==> src/sscu_regs.svh <==
// Offsets, reset values and field constants of the stack call unit
`ifndef SSCU_REGS_SVH
`define SSCU_REGS_SVH

`define SSCU_SP_RST 16'hfc00
`define SSCU_OVB_RST 16'hfa00
`define SSCU_UNB_RST 16'hfc00
`define SSCU_SZ_RST 3'h0
`define SSCU_AREA_TOP 16'hfbfe
`define SSCU_VIRT_BASE 16'hf000
`define SSCU_SZ_256 3'h0
`define SSCU_SZ_128 3'h1
`define SSCU_SZ_64 3'h2
`define SSCU_SZ_32 3'h3
`define SSCU_SZ_512 3'h4
`define SSCU_SZ_LINEAR 3'h7
`define SSCU_BANK_REGS 5'h10
`define SSCU_WORD 16'h0002

`endif

==> src/sscu_pkg.sv <==
// Types of the stack call unit
package sscu_pkg;
    typedef enum logic [3:0] {
        SSCU_OP_NONE,
        SSCU_OP_PUSH,
        SSCU_OP_POP,
        SSCU_OP_ADD_SP,
        SSCU_OP_SUB_SP,
        SSCU_OP_MOV_SP,
        SSCU_OP_CALL,
        SSCU_OP_RET,
        SSCU_OP_PUSH_AND_CALL_INSTR,
        SSCU_OP_RETURN_AND_POP_INSTR,
        SSCU_OP_CALLS,
        SSCU_OP_INTER_SEGMENT_RETURN,
        SSCU_OP_CONTEXT_SWITCH_INSTR,
        SSCU_OP_POP_CP
    } sscu_op_t;

    typedef enum logic [1:0] {
        SSCU_CALL_ABS,
        SSCU_CALL_IND,
        SSCU_CALL_REL
    } sscu_call_kind_t;

    typedef struct packed {
        sscu_op_t op;
        sscu_call_kind_t kind;
        logic cond_true;
        logic [15:0] operand;
        logic [15:0] target;
        logic [15:0] target_seg;
    } sscu_req_t;

    typedef struct packed {
        logic [15:0] addr;
        logic [15:0] wdata;
        logic wr;
        logic rd;
    } sscu_mem_t;

    typedef enum logic [1:0] {
        SSCU_UA_PREDEC,
        SSCU_UA_POSTINC_IDX,
        SSCU_UA_POSTINC
    } sscu_umode_t;
endpackage

==> src/sscu_core.sv <==
// System stack mapping, bound traps, user stack pointers and call/return sequencer
`timescale 1ns/1ps
`default_nettype none
`include "sscu_regs.svh"

module sscu_core (
    input wire logic clk,
    input wire logic rst,
    input wire logic req_valid,
    output logic req_ready,
    input wire sscu_pkg::sscu_req_t req,
    input wire logic [15:0] ip_in,
    input wire logic [15:0] csp_in,
    input wire logic [2:0] stack_size_code,
    input wire logic ovb_wr,
    input wire logic [15:0] ovb_wdata,
    input wire logic unb_wr,
    input wire logic [15:0] unb_wdata,
    output logic [15:0] stack_pointer,
    output logic [15:0] overflow_bound,
    output logic [15:0] underflow_bound,
    output logic [15:0] bank_base_pointer,
    output logic [15:0] phys_addr,
    output var sscu_pkg::sscu_mem_t mem,
    input wire logic [15:0] mem_rdata,
    output logic overflow_trap,
    output logic underflow_trap,
    output logic branch,
    output logic [15:0] branch_ip,
    output logic [15:0] branch_csp,
    output logic operand_we,
    output logic [15:0] operand_wdata,
    input wire logic ua_valid,
    input wire sscu_pkg::sscu_umode_t ua_mode,
    input wire logic [3:0] ua_reg,
    input wire logic ua_byte,
    input wire logic [15:0] ua_ptr,
    output logic ua_ok,
    output logic [15:0] ua_addr,
    output logic [15:0] ua_new_ptr,
    output logic [15:0] bank_reg_addr,
    input wire logic [3:0] bank_reg_sel
);
    typedef enum {ST_IDLE, ST_PUSH1, ST_PUSH2, ST_POP1, ST_POP2} sscu_state_t;

    sscu_state_t state_ff, nxt_state;
    sscu_pkg::sscu_req_t cur_ff, nxt_cur;
    logic [15:0] sp_ff, nxt_sp;
    logic [15:0] ovb_ff, nxt_ovb;
    logic [15:0] unb_ff, nxt_unb;
    logic [15:0] cp_ff, nxt_cp;
    logic [15:0] pop_ip_ff, nxt_pop_ip;
    logic ov_ff, nxt_ov;
    logic un_ff, nxt_un;
    logic br_ff, nxt_br;
    logic [15:0] bip_ff, nxt_bip;
    logic [15:0] bcsp_ff, nxt_bcsp;
    logic opwe_ff, nxt_opwe;
    logic [15:0] opwd_ff, nxt_opwd;
    logic [15:0] sig_mask;
    logic [15:0] dec_sp;
    logic [15:0] inc_sp;
    logic [15:0] push_addr;

    // Physical stack address mapping
    always_comb begin
        unique case (stack_size_code)
            `SSCU_SZ_256: sig_mask = 16'h01ff;
            `SSCU_SZ_128: sig_mask = 16'h00ff;
            `SSCU_SZ_64: sig_mask = 16'h007f;
            `SSCU_SZ_32: sig_mask = 16'h003f;
            `SSCU_SZ_512: sig_mask = 16'h03ff;
            `SSCU_SZ_LINEAR: sig_mask = 16'h0fff;
            // Reserved codes: treat as the reset size
            default: sig_mask = 16'h01ff;
        endcase
        // Low bits plus top-of-area bits gives the wrap
        phys_addr = (stack_size_code == `SSCU_SZ_LINEAR) ? sp_ff
            : (sp_ff & sig_mask) | (`SSCU_AREA_TOP & ~sig_mask);
        phys_addr[0] = 1'b0;
    end

    // Pointer stays inside the 4 KB virtual area, bit 0 fixed
    assign dec_sp = {4'hf, sp_ff[11:1] - 11'h001, 1'b0};
    assign inc_sp = {4'hf, sp_ff[11:1] + 11'h001, 1'b0};
    // Push is pre-decrement: the word lands at the new pointer's address
    assign push_addr = (stack_size_code == `SSCU_SZ_LINEAR) ? dec_sp
        : (dec_sp & sig_mask) | (`SSCU_AREA_TOP & ~sig_mask);

    assign req_ready = (state_ff == ST_IDLE);

    always_comb begin
        nxt_state = state_ff;
        nxt_cur = cur_ff;
        nxt_sp = sp_ff;
        nxt_cp = cp_ff;
        nxt_pop_ip = pop_ip_ff;
        nxt_ov = 1'b0;
        nxt_un = 1'b0;
        nxt_br = 1'b0;
        nxt_bip = bip_ff;
        nxt_bcsp = bcsp_ff;
        nxt_opwe = 1'b0;
        nxt_opwd = opwd_ff;
        nxt_ovb = ovb_wr ? ovb_wdata : ovb_ff;
        nxt_unb = unb_wr ? unb_wdata : unb_ff;
        mem = '0;
        unique case (state_ff)
            ST_IDLE: begin
                if (req_valid) begin
                    nxt_cur = req;
                    unique case (req.op)
                        sscu_pkg::SSCU_OP_NONE: nxt_state = ST_IDLE;
                        sscu_pkg::SSCU_OP_MOV_SP:
                            nxt_sp = {4'hf, req.operand[11:1], 1'b0};
                        sscu_pkg::SSCU_OP_SUB_SP: begin
                            nxt_sp = {4'hf, sp_ff[11:1] - req.operand[11:1], 1'b0};
                            nxt_ov = nxt_sp < ovb_ff;
                        end
                        sscu_pkg::SSCU_OP_ADD_SP: begin
                            nxt_sp = {4'hf, sp_ff[11:1] + req.operand[11:1], 1'b0};
                            nxt_un = nxt_sp > unb_ff;
                        end
                        sscu_pkg::SSCU_OP_CALL: begin
                            // Untaken conditional call does nothing
                            if (req.cond_true || req.kind == sscu_pkg::SSCU_CALL_REL) begin
                                nxt_state = ST_PUSH2;
                            end
                        end
                        sscu_pkg::SSCU_OP_PUSH, sscu_pkg::SSCU_OP_PUSH_AND_CALL_INSTR,
                        sscu_pkg::SSCU_OP_CALLS, sscu_pkg::SSCU_OP_CONTEXT_SWITCH_INSTR:
                            nxt_state = ST_PUSH1;
                        sscu_pkg::SSCU_OP_POP, sscu_pkg::SSCU_OP_RET, sscu_pkg::SSCU_OP_RETURN_AND_POP_INSTR,
                        sscu_pkg::SSCU_OP_INTER_SEGMENT_RETURN, sscu_pkg::SSCU_OP_POP_CP:
                            nxt_state = ST_POP1;
                        default: nxt_state = ST_IDLE;
                    endcase
                end
            end
            ST_PUSH1: begin
                // First word: operand, segment pointer or old bank pointer
                mem.addr = push_addr;
                mem.wr = 1'b1;
                unique case (cur_ff.op)
                    sscu_pkg::SSCU_OP_CALLS: mem.wdata = csp_in;
                    sscu_pkg::SSCU_OP_CONTEXT_SWITCH_INSTR: mem.wdata = cp_ff;
                    default: mem.wdata = cur_ff.operand;
                endcase
                nxt_sp = dec_sp;
                nxt_ov = dec_sp < ovb_ff;
                if (cur_ff.op == sscu_pkg::SSCU_OP_CONTEXT_SWITCH_INSTR) begin
                    nxt_cp = cur_ff.operand;
                end
                if (cur_ff.op == sscu_pkg::SSCU_OP_PUSH_AND_CALL_INSTR ||
                    cur_ff.op == sscu_pkg::SSCU_OP_CALLS) begin
                    nxt_state = ST_PUSH2;
                end else begin
                    nxt_state = ST_IDLE;
                end
            end
            ST_PUSH2: begin
                // Return address goes last so the return pops it first
                mem.addr = push_addr;
                mem.wr = 1'b1;
                mem.wdata = ip_in;
                nxt_sp = dec_sp;
                nxt_ov = dec_sp < ovb_ff;
                nxt_br = 1'b1;
                nxt_bip = cur_ff.target;
                nxt_bcsp = (cur_ff.op == sscu_pkg::SSCU_OP_CALLS) ? cur_ff.target_seg
                    : csp_in;
                nxt_state = ST_IDLE;
            end
            ST_POP1: begin
                mem.addr = phys_addr;
                mem.rd = 1'b1;
                nxt_sp = inc_sp;
                nxt_un = inc_sp > unb_ff;
                nxt_state = ST_IDLE;
                unique case (cur_ff.op)
                    sscu_pkg::SSCU_OP_RET: begin
                        nxt_br = 1'b1;
                        nxt_bip = mem_rdata;
                        nxt_bcsp = csp_in;
                    end
                    sscu_pkg::SSCU_OP_RETURN_AND_POP_INSTR, sscu_pkg::SSCU_OP_INTER_SEGMENT_RETURN: begin
                        nxt_pop_ip = mem_rdata;
                        nxt_state = ST_POP2;
                    end
                    sscu_pkg::SSCU_OP_POP_CP: nxt_cp = mem_rdata;
                    default: begin
                        nxt_opwe = 1'b1;
                        nxt_opwd = mem_rdata;
                    end
                endcase
            end
            ST_POP2: begin
                mem.addr = phys_addr;
                mem.rd = 1'b1;
                nxt_sp = inc_sp;
                nxt_un = inc_sp > unb_ff;
                nxt_br = 1'b1;
                nxt_bip = pop_ip_ff;
                if (cur_ff.op == sscu_pkg::SSCU_OP_INTER_SEGMENT_RETURN) begin
                    nxt_bcsp = mem_rdata;
                end else begin
                    nxt_bcsp = csp_in;
                    nxt_opwe = 1'b1;
                    nxt_opwd = mem_rdata;
                end
                nxt_state = ST_IDLE;
            end
        endcase
    end

    always_ff @(posedge clk) begin
        if (rst) begin
            state_ff <= ST_IDLE;
            cur_ff <= '0;
            sp_ff <= `SSCU_SP_RST;
            ovb_ff <= `SSCU_OVB_RST;
            unb_ff <= `SSCU_UNB_RST;
            cp_ff <= 16'h0000;
            pop_ip_ff <= 16'h0000;
            ov_ff <= 1'b0;
            un_ff <= 1'b0;
            br_ff <= 1'b0;
            bip_ff <= 16'h0000;
            bcsp_ff <= 16'h0000;
            opwe_ff <= 1'b0;
            opwd_ff <= 16'h0000;
        end else begin
            state_ff <= nxt_state;
            cur_ff <= nxt_cur;
            sp_ff <= nxt_sp;
            ovb_ff <= nxt_ovb;
            unb_ff <= nxt_unb;
            cp_ff <= nxt_cp;
            pop_ip_ff <= nxt_pop_ip;
            ov_ff <= nxt_ov;
            un_ff <= nxt_un;
            br_ff <= nxt_br;
            bip_ff <= nxt_bip;
            bcsp_ff <= nxt_bcsp;
            opwe_ff <= nxt_opwe;
            opwd_ff <= nxt_opwd;
        end
    end

    assign stack_pointer = sp_ff;
    assign overflow_bound = ovb_ff;
    assign underflow_bound = unb_ff;
    assign bank_base_pointer = cp_ff;
    assign overflow_trap = ov_ff;
    assign underflow_trap = un_ff;
    assign branch = br_ff;
    assign branch_ip = bip_ff;
    assign branch_csp = bcsp_ff;
    assign operand_we = opwe_ff;
    assign operand_wdata = opwd_ff;

    // User stacks: no bound checks here
    logic [15:0] ua_step;
    assign ua_step = ua_byte ? 16'h0001 : `SSCU_WORD;
    always_comb begin
        ua_ok = ua_valid;
        ua_addr = ua_ptr;
        ua_new_ptr = ua_ptr + ua_step;
        unique case (ua_mode)
            sscu_pkg::SSCU_UA_PREDEC: begin
                ua_addr = ua_ptr - ua_step;
                ua_new_ptr = ua_ptr - ua_step;
            end
            sscu_pkg::SSCU_UA_POSTINC_IDX: ua_ok = ua_valid && (ua_reg < 4'h4);
            sscu_pkg::SSCU_UA_POSTINC: ua_ok = ua_valid;
            default: ua_ok = 1'b0;
        endcase
    end

    // Bank register word address, 16 registers per bank
    assign bank_reg_addr = cp_ff + {11'h000, bank_reg_sel, 1'b0};
endmodule
`default_nettype wire

==> config.mk <==
export PLATFORM = sky130hd
export DESIGN_NAME = sscu_core
export DESIGN_NICKNAME = d
export VERILOG_FILES = /design/src/sscu_pkg.sv /design/src/sscu_core.sv
export VERILOG_INCLUDE_DIRS = /design/src
export SDC_FILE = /design/constraint.sdc
export NUM_CORES = 1
export LEC_CHECK = 0
export BUFFER_PORTS_ARGS = -buffer_cell sky130_fd_sc_hd__buf_4
export CORE_MARGIN = 4
export CORE_UTILIZATION = 52
export CTS_CLUSTER_DIAMETER = 30
export CTS_CLUSTER_SIZE = 25
export DETAILED_ROUTE_END_ITERATION = 7
export GPL_TIMING_DRIVEN = 0
export MAX_ROUTING_LAYER = met4
export PLACE_DENSITY = 0.91
export SETUP_SLACK_MARGIN = 0.5
export SLEW_MARGIN = 20
export SYNTH_ARGS = -nofsm -noshare
export SYNTH_HDL_FRONTEND = slang
export SYNTH_SLANG_ARGS = --single-unit
==> constraint.sdc <==
create_clock -name clk -period 3.4 [get_ports clk]
set_clock_uncertainty 0.1 [all_clocks]
set_input_delay 0.34 -clock clk [delete_from_list [all_inputs] [get_ports clk]]
set_output_delay 0.34 -clock clk [all_outputs]
set_load 0.05 [all_outputs]
Word-level counts from Yosys, hierarchy flattened:

Index checks and enable logic that the tools add are counted.

* reduce and logical (&&, ||, !) cells: 25
* eq/ne operators: 41
* add/subtract/negate cells: 7
* multiplexer cells: 43
* magnitude comparators: 5
* bitwise gates (word level): 5

Operator list (number)
* one-hot mux 32 bit (4 select lines): 2
* 2-to-1 mux 16 bit: 13
* one-hot mux 16 bit (3 select lines): 4
* one-hot mux 16 bit (2 select lines): 4
* equality test 32 x 2 -> 1 bit (second input constant): 2
* zero test 32 bit: 2
* 2-to-1 mux 32 bit: 2
* one-hot mux 12 bit (5 select lines): 1
* equality test 4 bit (second input constant): 12
* one-hot mux 17 bit (2 select lines): 1
* bitwise AND 16 bit: 2
* equality test 32 x 1 -> 1 bit (second input constant): 1
* equality test 32 x 3 -> 1 bit (second input constant): 1
* greater-than comparator 16 bit: 2
* < comparator 16 bit: 2
* bitwise OR 16 bit: 2
* equality test 4 x 3 -> 1 bit (second input constant): 5
* adder 16 x 2 -> 16 bit: 1
* adder 16 x 5 -> 16 bit: 1
* inverter 16 bit: 1
* subtractor 16 x 2 -> 16 bit: 1
* adder 11 x 1 -> 11 bit (second input constant): 1
* adder 11 bit: 1
* subtractor 11 x 1 -> 11 bit (second input constant): 1
* other kinds (28): 61

* logic and storage cells: 143
* output and inout port bits: 216
* bits in registers: 216
* input port bits: 171

Longest topological paths before layout:

* depth after elaboration: 6
* depth in mapped cells: 14
* depth with buffers taken out: 13

Worst setup path after synthesis:

No wires, ideal clock.

* kind: flip-flop to output port
* start: register state_ff[1]
* end: output port mem[24] (netlist bit)
* slack: -0.184 ns
* data arrival time: 3.144 ns
* buffers on the path: 4
* required time: 2.960 ns
* stages on the path, launching flop included: 10
* cells stage by stage: dfxtp_1 clkbuf_1 and3b_1 clkbuf_1 nor2_1 clkinv_1 clkbuf_1 buf_1 a21oi_1 o22ai_1

RTL lines
* start, declared: RTL line sscu_core.sv:46 `sscu_state_t state_ff, nxt_state;`
* start signal, assigned: RTL line sscu_core.sv:233 `state_ff <= nxt_state;`
* end, declared: RTL line sscu_core.sv:24 `output var sscu_pkg::sscu_mem_t mem,`

Final worst setup path:

* start: input port ua_ptr[0]
* end: output port ua_addr[8]

* cells in the longest elaborated chain, start to end: 2

Ends and longest elaborated chain
* start, declared: RTL line sscu_core.sv:37 `input wire logic [15:0] ua_ptr,`
* subtractor 16 x 2 -> 16 bit: RTL line sscu_core.sv:271 `ua_addr = ua_ptr - ua_step;`
* 2-to-1 mux 16 bit: RTL line sscu_core.sv:269 `unique case (ua_mode)`
* end, declared: RTL line sscu_core.sv:39 `output logic [15:0] ua_addr,`

No other way between the ends.

==> metrics.csv <==
metric,value,unit
clock_latency,0.44,ns
final-hold-violation-count,0,
rows,55,
postPlaceCellArea,0.0155,sq mm
dieArea,0.0254,sq mm
fp.dieH,159,microns
critPathMaxStageDelay,0.50,ns
cts-root-buf,clkbuf_16,
arrival,2.63,ns
crit_family,simple AND/OR/NAND/NOR gates,
grt_usage,40.0,%
ios,387,
vias_per_cell,6.11,
cp_max_fo,6,
synth.area.top_cells,"dfxtp_1 31%, ha_1 7.8%, nand2_1 6.9%",
cts_tree,yes,
postSynth.asyncResetShare,0,%
cts_max_path_buffers,2,
yosys_register_bits,182,
maxSlewHeadroom,35.5,%
synth_compound_area_share,22.3,%
core_area,0.0226,sq mm
ctsHoldBuffers,0,
clock-sinks,182,
critPathBufInv,6,
synth_top_area_share,30.5,%
cts_htree_levels,4,
overflow,0,
routed_wl,52200,microns
synth_edf_count,0,
endpoint_kind,output port,
muxShareOfSynthArea,5.30,%
timing.final.ws_setup,0.334,ns
wire_per_inst,22.8,microns
syn_area,0.0119,sq mm
cts_buffers,17,
ys_seq_area_share,30.5,%
power_switching,3250,uW
leakage,0.00760,uW
synthFlopType,dfxtp_1,
numPortBuffers,366,
remaining_drc_errors,0,
num_vias,14000,
rsz0062_at_grt,true,
final_core_util,76.6,%
postSynthCellCount,1543,
place_hpwl,39800,microns
synthToLayoutAreaGrowth,45.4,%
max_freq,326,MHz
start_kind,input pin,
finalSetupViolations,0,
worst_slew_pin_slew,0.965,ns
synth-simple-area-share,20.7,%
synth_top_area_cell,dfxtp_1,
ir_worst_vdd,0.000385,V
grt_pass1_wl,78500,microns
synthAdderAreaFrac,8.60,%
drt_first_pass_iters,6,
maxCapViolCount,0,
worstSetupPathType,in -> out,
whs,0.00441,ns
grt_max_degree,24,
grt_pass1_vias,13400,
hp-class,in -> reg,
grt_antenna_before_repair,0,
die_x,159,microns
min_period,3.07,ns
seqPwrFrac,30.5,%
synth_top_family_by_area,compound AO/OA/AOI/OAI gates,
comb_power_share,41.5,%
drtIter0Drc,1557,
outcome,finished clean,
avgSynthCellArea,7.73,sq um
pre_cts_ws,-0.262,ns
swShare,41.9,%
gp_congestion,1.04,
finalInstanceArea,0.0174,sq mm
start_util,52.7,%
cp_data_required_time,2.96,ns
clk_pin_slew_worst_paths,0.09,ns
p_int,4510,uW
synth_xor_area_share,5.58,%
yosysUniqueCellTypes,77,
final_antenna_net_count,0,
critPathSlowestCell,or4_4,
path_cells,"buf_12, inv_12, ha_4, inv_2, fa_2, or4_4, or2_4, clkbuf_16, nor4_4, buf_4, xor2_4, buf_6",
drv_slew,0,
clockPowerShare,28.0,%
fin_crit_sh,90.2,%
power_density,447,mW/mm^2
ys_warn_count,0,
drive_above_1_share,32.9,%
final_nets,2238,
==> cells in the mapped netlist, drive strengths merged, types with 7 or more instances <==
library cell / count
a21o: 14
xor2: 32
a211oi: 61
a21oi: 150
or2: 9
nand4: 11
o21ai: 51
o221ai: 7
xnor2: 44
nor2b: 15
inv: 67
dfxtp: 182
nor3: 22
a22o: 18
mux2i: 62
o211ai: 9
buf: 31
nor2: 166
nand2: 219
nand2b: 12
nand3: 9
nor4: 10
and3: 10
clkbuf: 96
a221oi: 38
and2: 22
ha: 74
==> final timing paths <==
| check | startpoint | endpoint | slack (ns) | cells after the start |
|---|---|---|---|---|
| worst max-delay path | ua_ptr[0] | ua_addr[8] | 0.33 | 12 |
| worst min-delay path | unb_wdata[13] | underflow_bound[13] | 0.004 | 3 |
| worst max register to register | stack_pointer[1] | overflow_trap | 0.34 | 14 |
| worst min register to register | cur_ff[30] | cur_ff[30] | 0.36 | 2 |
==> final cells by class <==
cell class                 count  area [sq um]
multi-input combinational   1173          8400
fill                        1674          5290
sequential                   182          3670
timing repair buffer         417          3280
buffer                       127           706
clock buffer                  17           425
tap                          285           357
inverter                      70           292
clock inverter                15           220
antenna                        1          2.50
==> worst reg2reg max path, stage by stage (launching register included) <==
cell      delay [ns]
dfxtp_4         0.42
inv_8           0.05
ha_4            0.16
fa_2            0.36
nand2b_4        0.17
a211oi_4        0.34
o21a_1          0.20
nor2_1          0.05
xnor2_1         0.16
ha_1            0.32
and4_4          0.21
buf_4           0.11
o211ai_1        0.08
a21oi_1         0.13
o22ai_1         0.09
==> state kept, by name, indices dropped and copies added (netlist names) <==
register           cells
cur_ff                52
bank_base_pointer     16
branch_csp            16
branch_ip             16
operand_wdata         16
overflow_bound        16
pop_ip_ff             16
underflow_bound       16
stack_pointer         11
state_ff               3
branch                 1
operand_we             1
overflow_trap          1
underflow_trap         1
==> power by group through the flow <==
stage / registers [uW] / clock network, uW / logic [uW]
after floorplan: 2610 / 0 / 1590
after global placement: 2410 / 0 / 2690
after detailed placement: 2410 / 0 / 2720
after CTS: 2360 / 2160 / 3050
after global routing: 2370 / 2260 / 3410
final: 2370 / 2170 / 3220
==> placed cells by master (no fill, tap or decap), types with 11 or more instances in the layout <==
cell,Yosys,layout
a21oi_1,149,138
buf_6,1,29
nand2_1,219,217
mux2i_1,62,62
nor2b_1,15,14
clkbuf_2,0,17
dfxtp_1,182,171
and2_1,22,22
o21ai_1,0,17
nor2_1,166,153
inv_1,67,62
o21ai_0,51,30
clkbuf_1,96,63
buf_4,20,408
ha_1,74,65
xnor2_1,44,26
conb_1,2,11
a21o_1,14,14
clkbuf_16,0,18
xor2_1,32,22
nand4_1,11,11
a211oi_1,61,57
a22o_1,18,17
a221oi_1,38,37
nor3_1,22,14
xnor2_2,0,13
==> layer usage <==
metal / global-route usage, % / wire length (microns) / vias to the layer above
met4: 14.6 / 2430 / 0
met5: - / 0 / -
met2: 62.2 / 23700 / 949
met1: 50.5 / 20200 / 6526
li1: - / - / 6284
met3: 10.1 / 5920 / 210
==> kinds of logic (layout without fill, tap and decap cells) <==
kind of cell,after synthesis,in the layout
mux,63,63
buf+inv,197,646
compound gates,406,406
simple gates,538,538
flops,182,182
xor+xnor,76,76
other cells,2,12
fa+ha+maj,79,79
==> stage by stage <==
stage / TNS, ns / total power, uW / instances
CTS: 0 / 7570 / 2275
global placement: -1.78 / 5100 / 2203
floorplan: 0 / 4190 / 1552
detailed placement: -1.94 / 5140 / 2203
global route: 0 / 8040 / 2286
finish: 0 / 7750 / 2287
==> timing repair <==
item	4_1_cts	5_1_grt
buffers inserted	40	11
pin swaps	49	27
setup endpoints to repair	89	62
resized for setup	154	52
(Power assumes the default switching activity.)
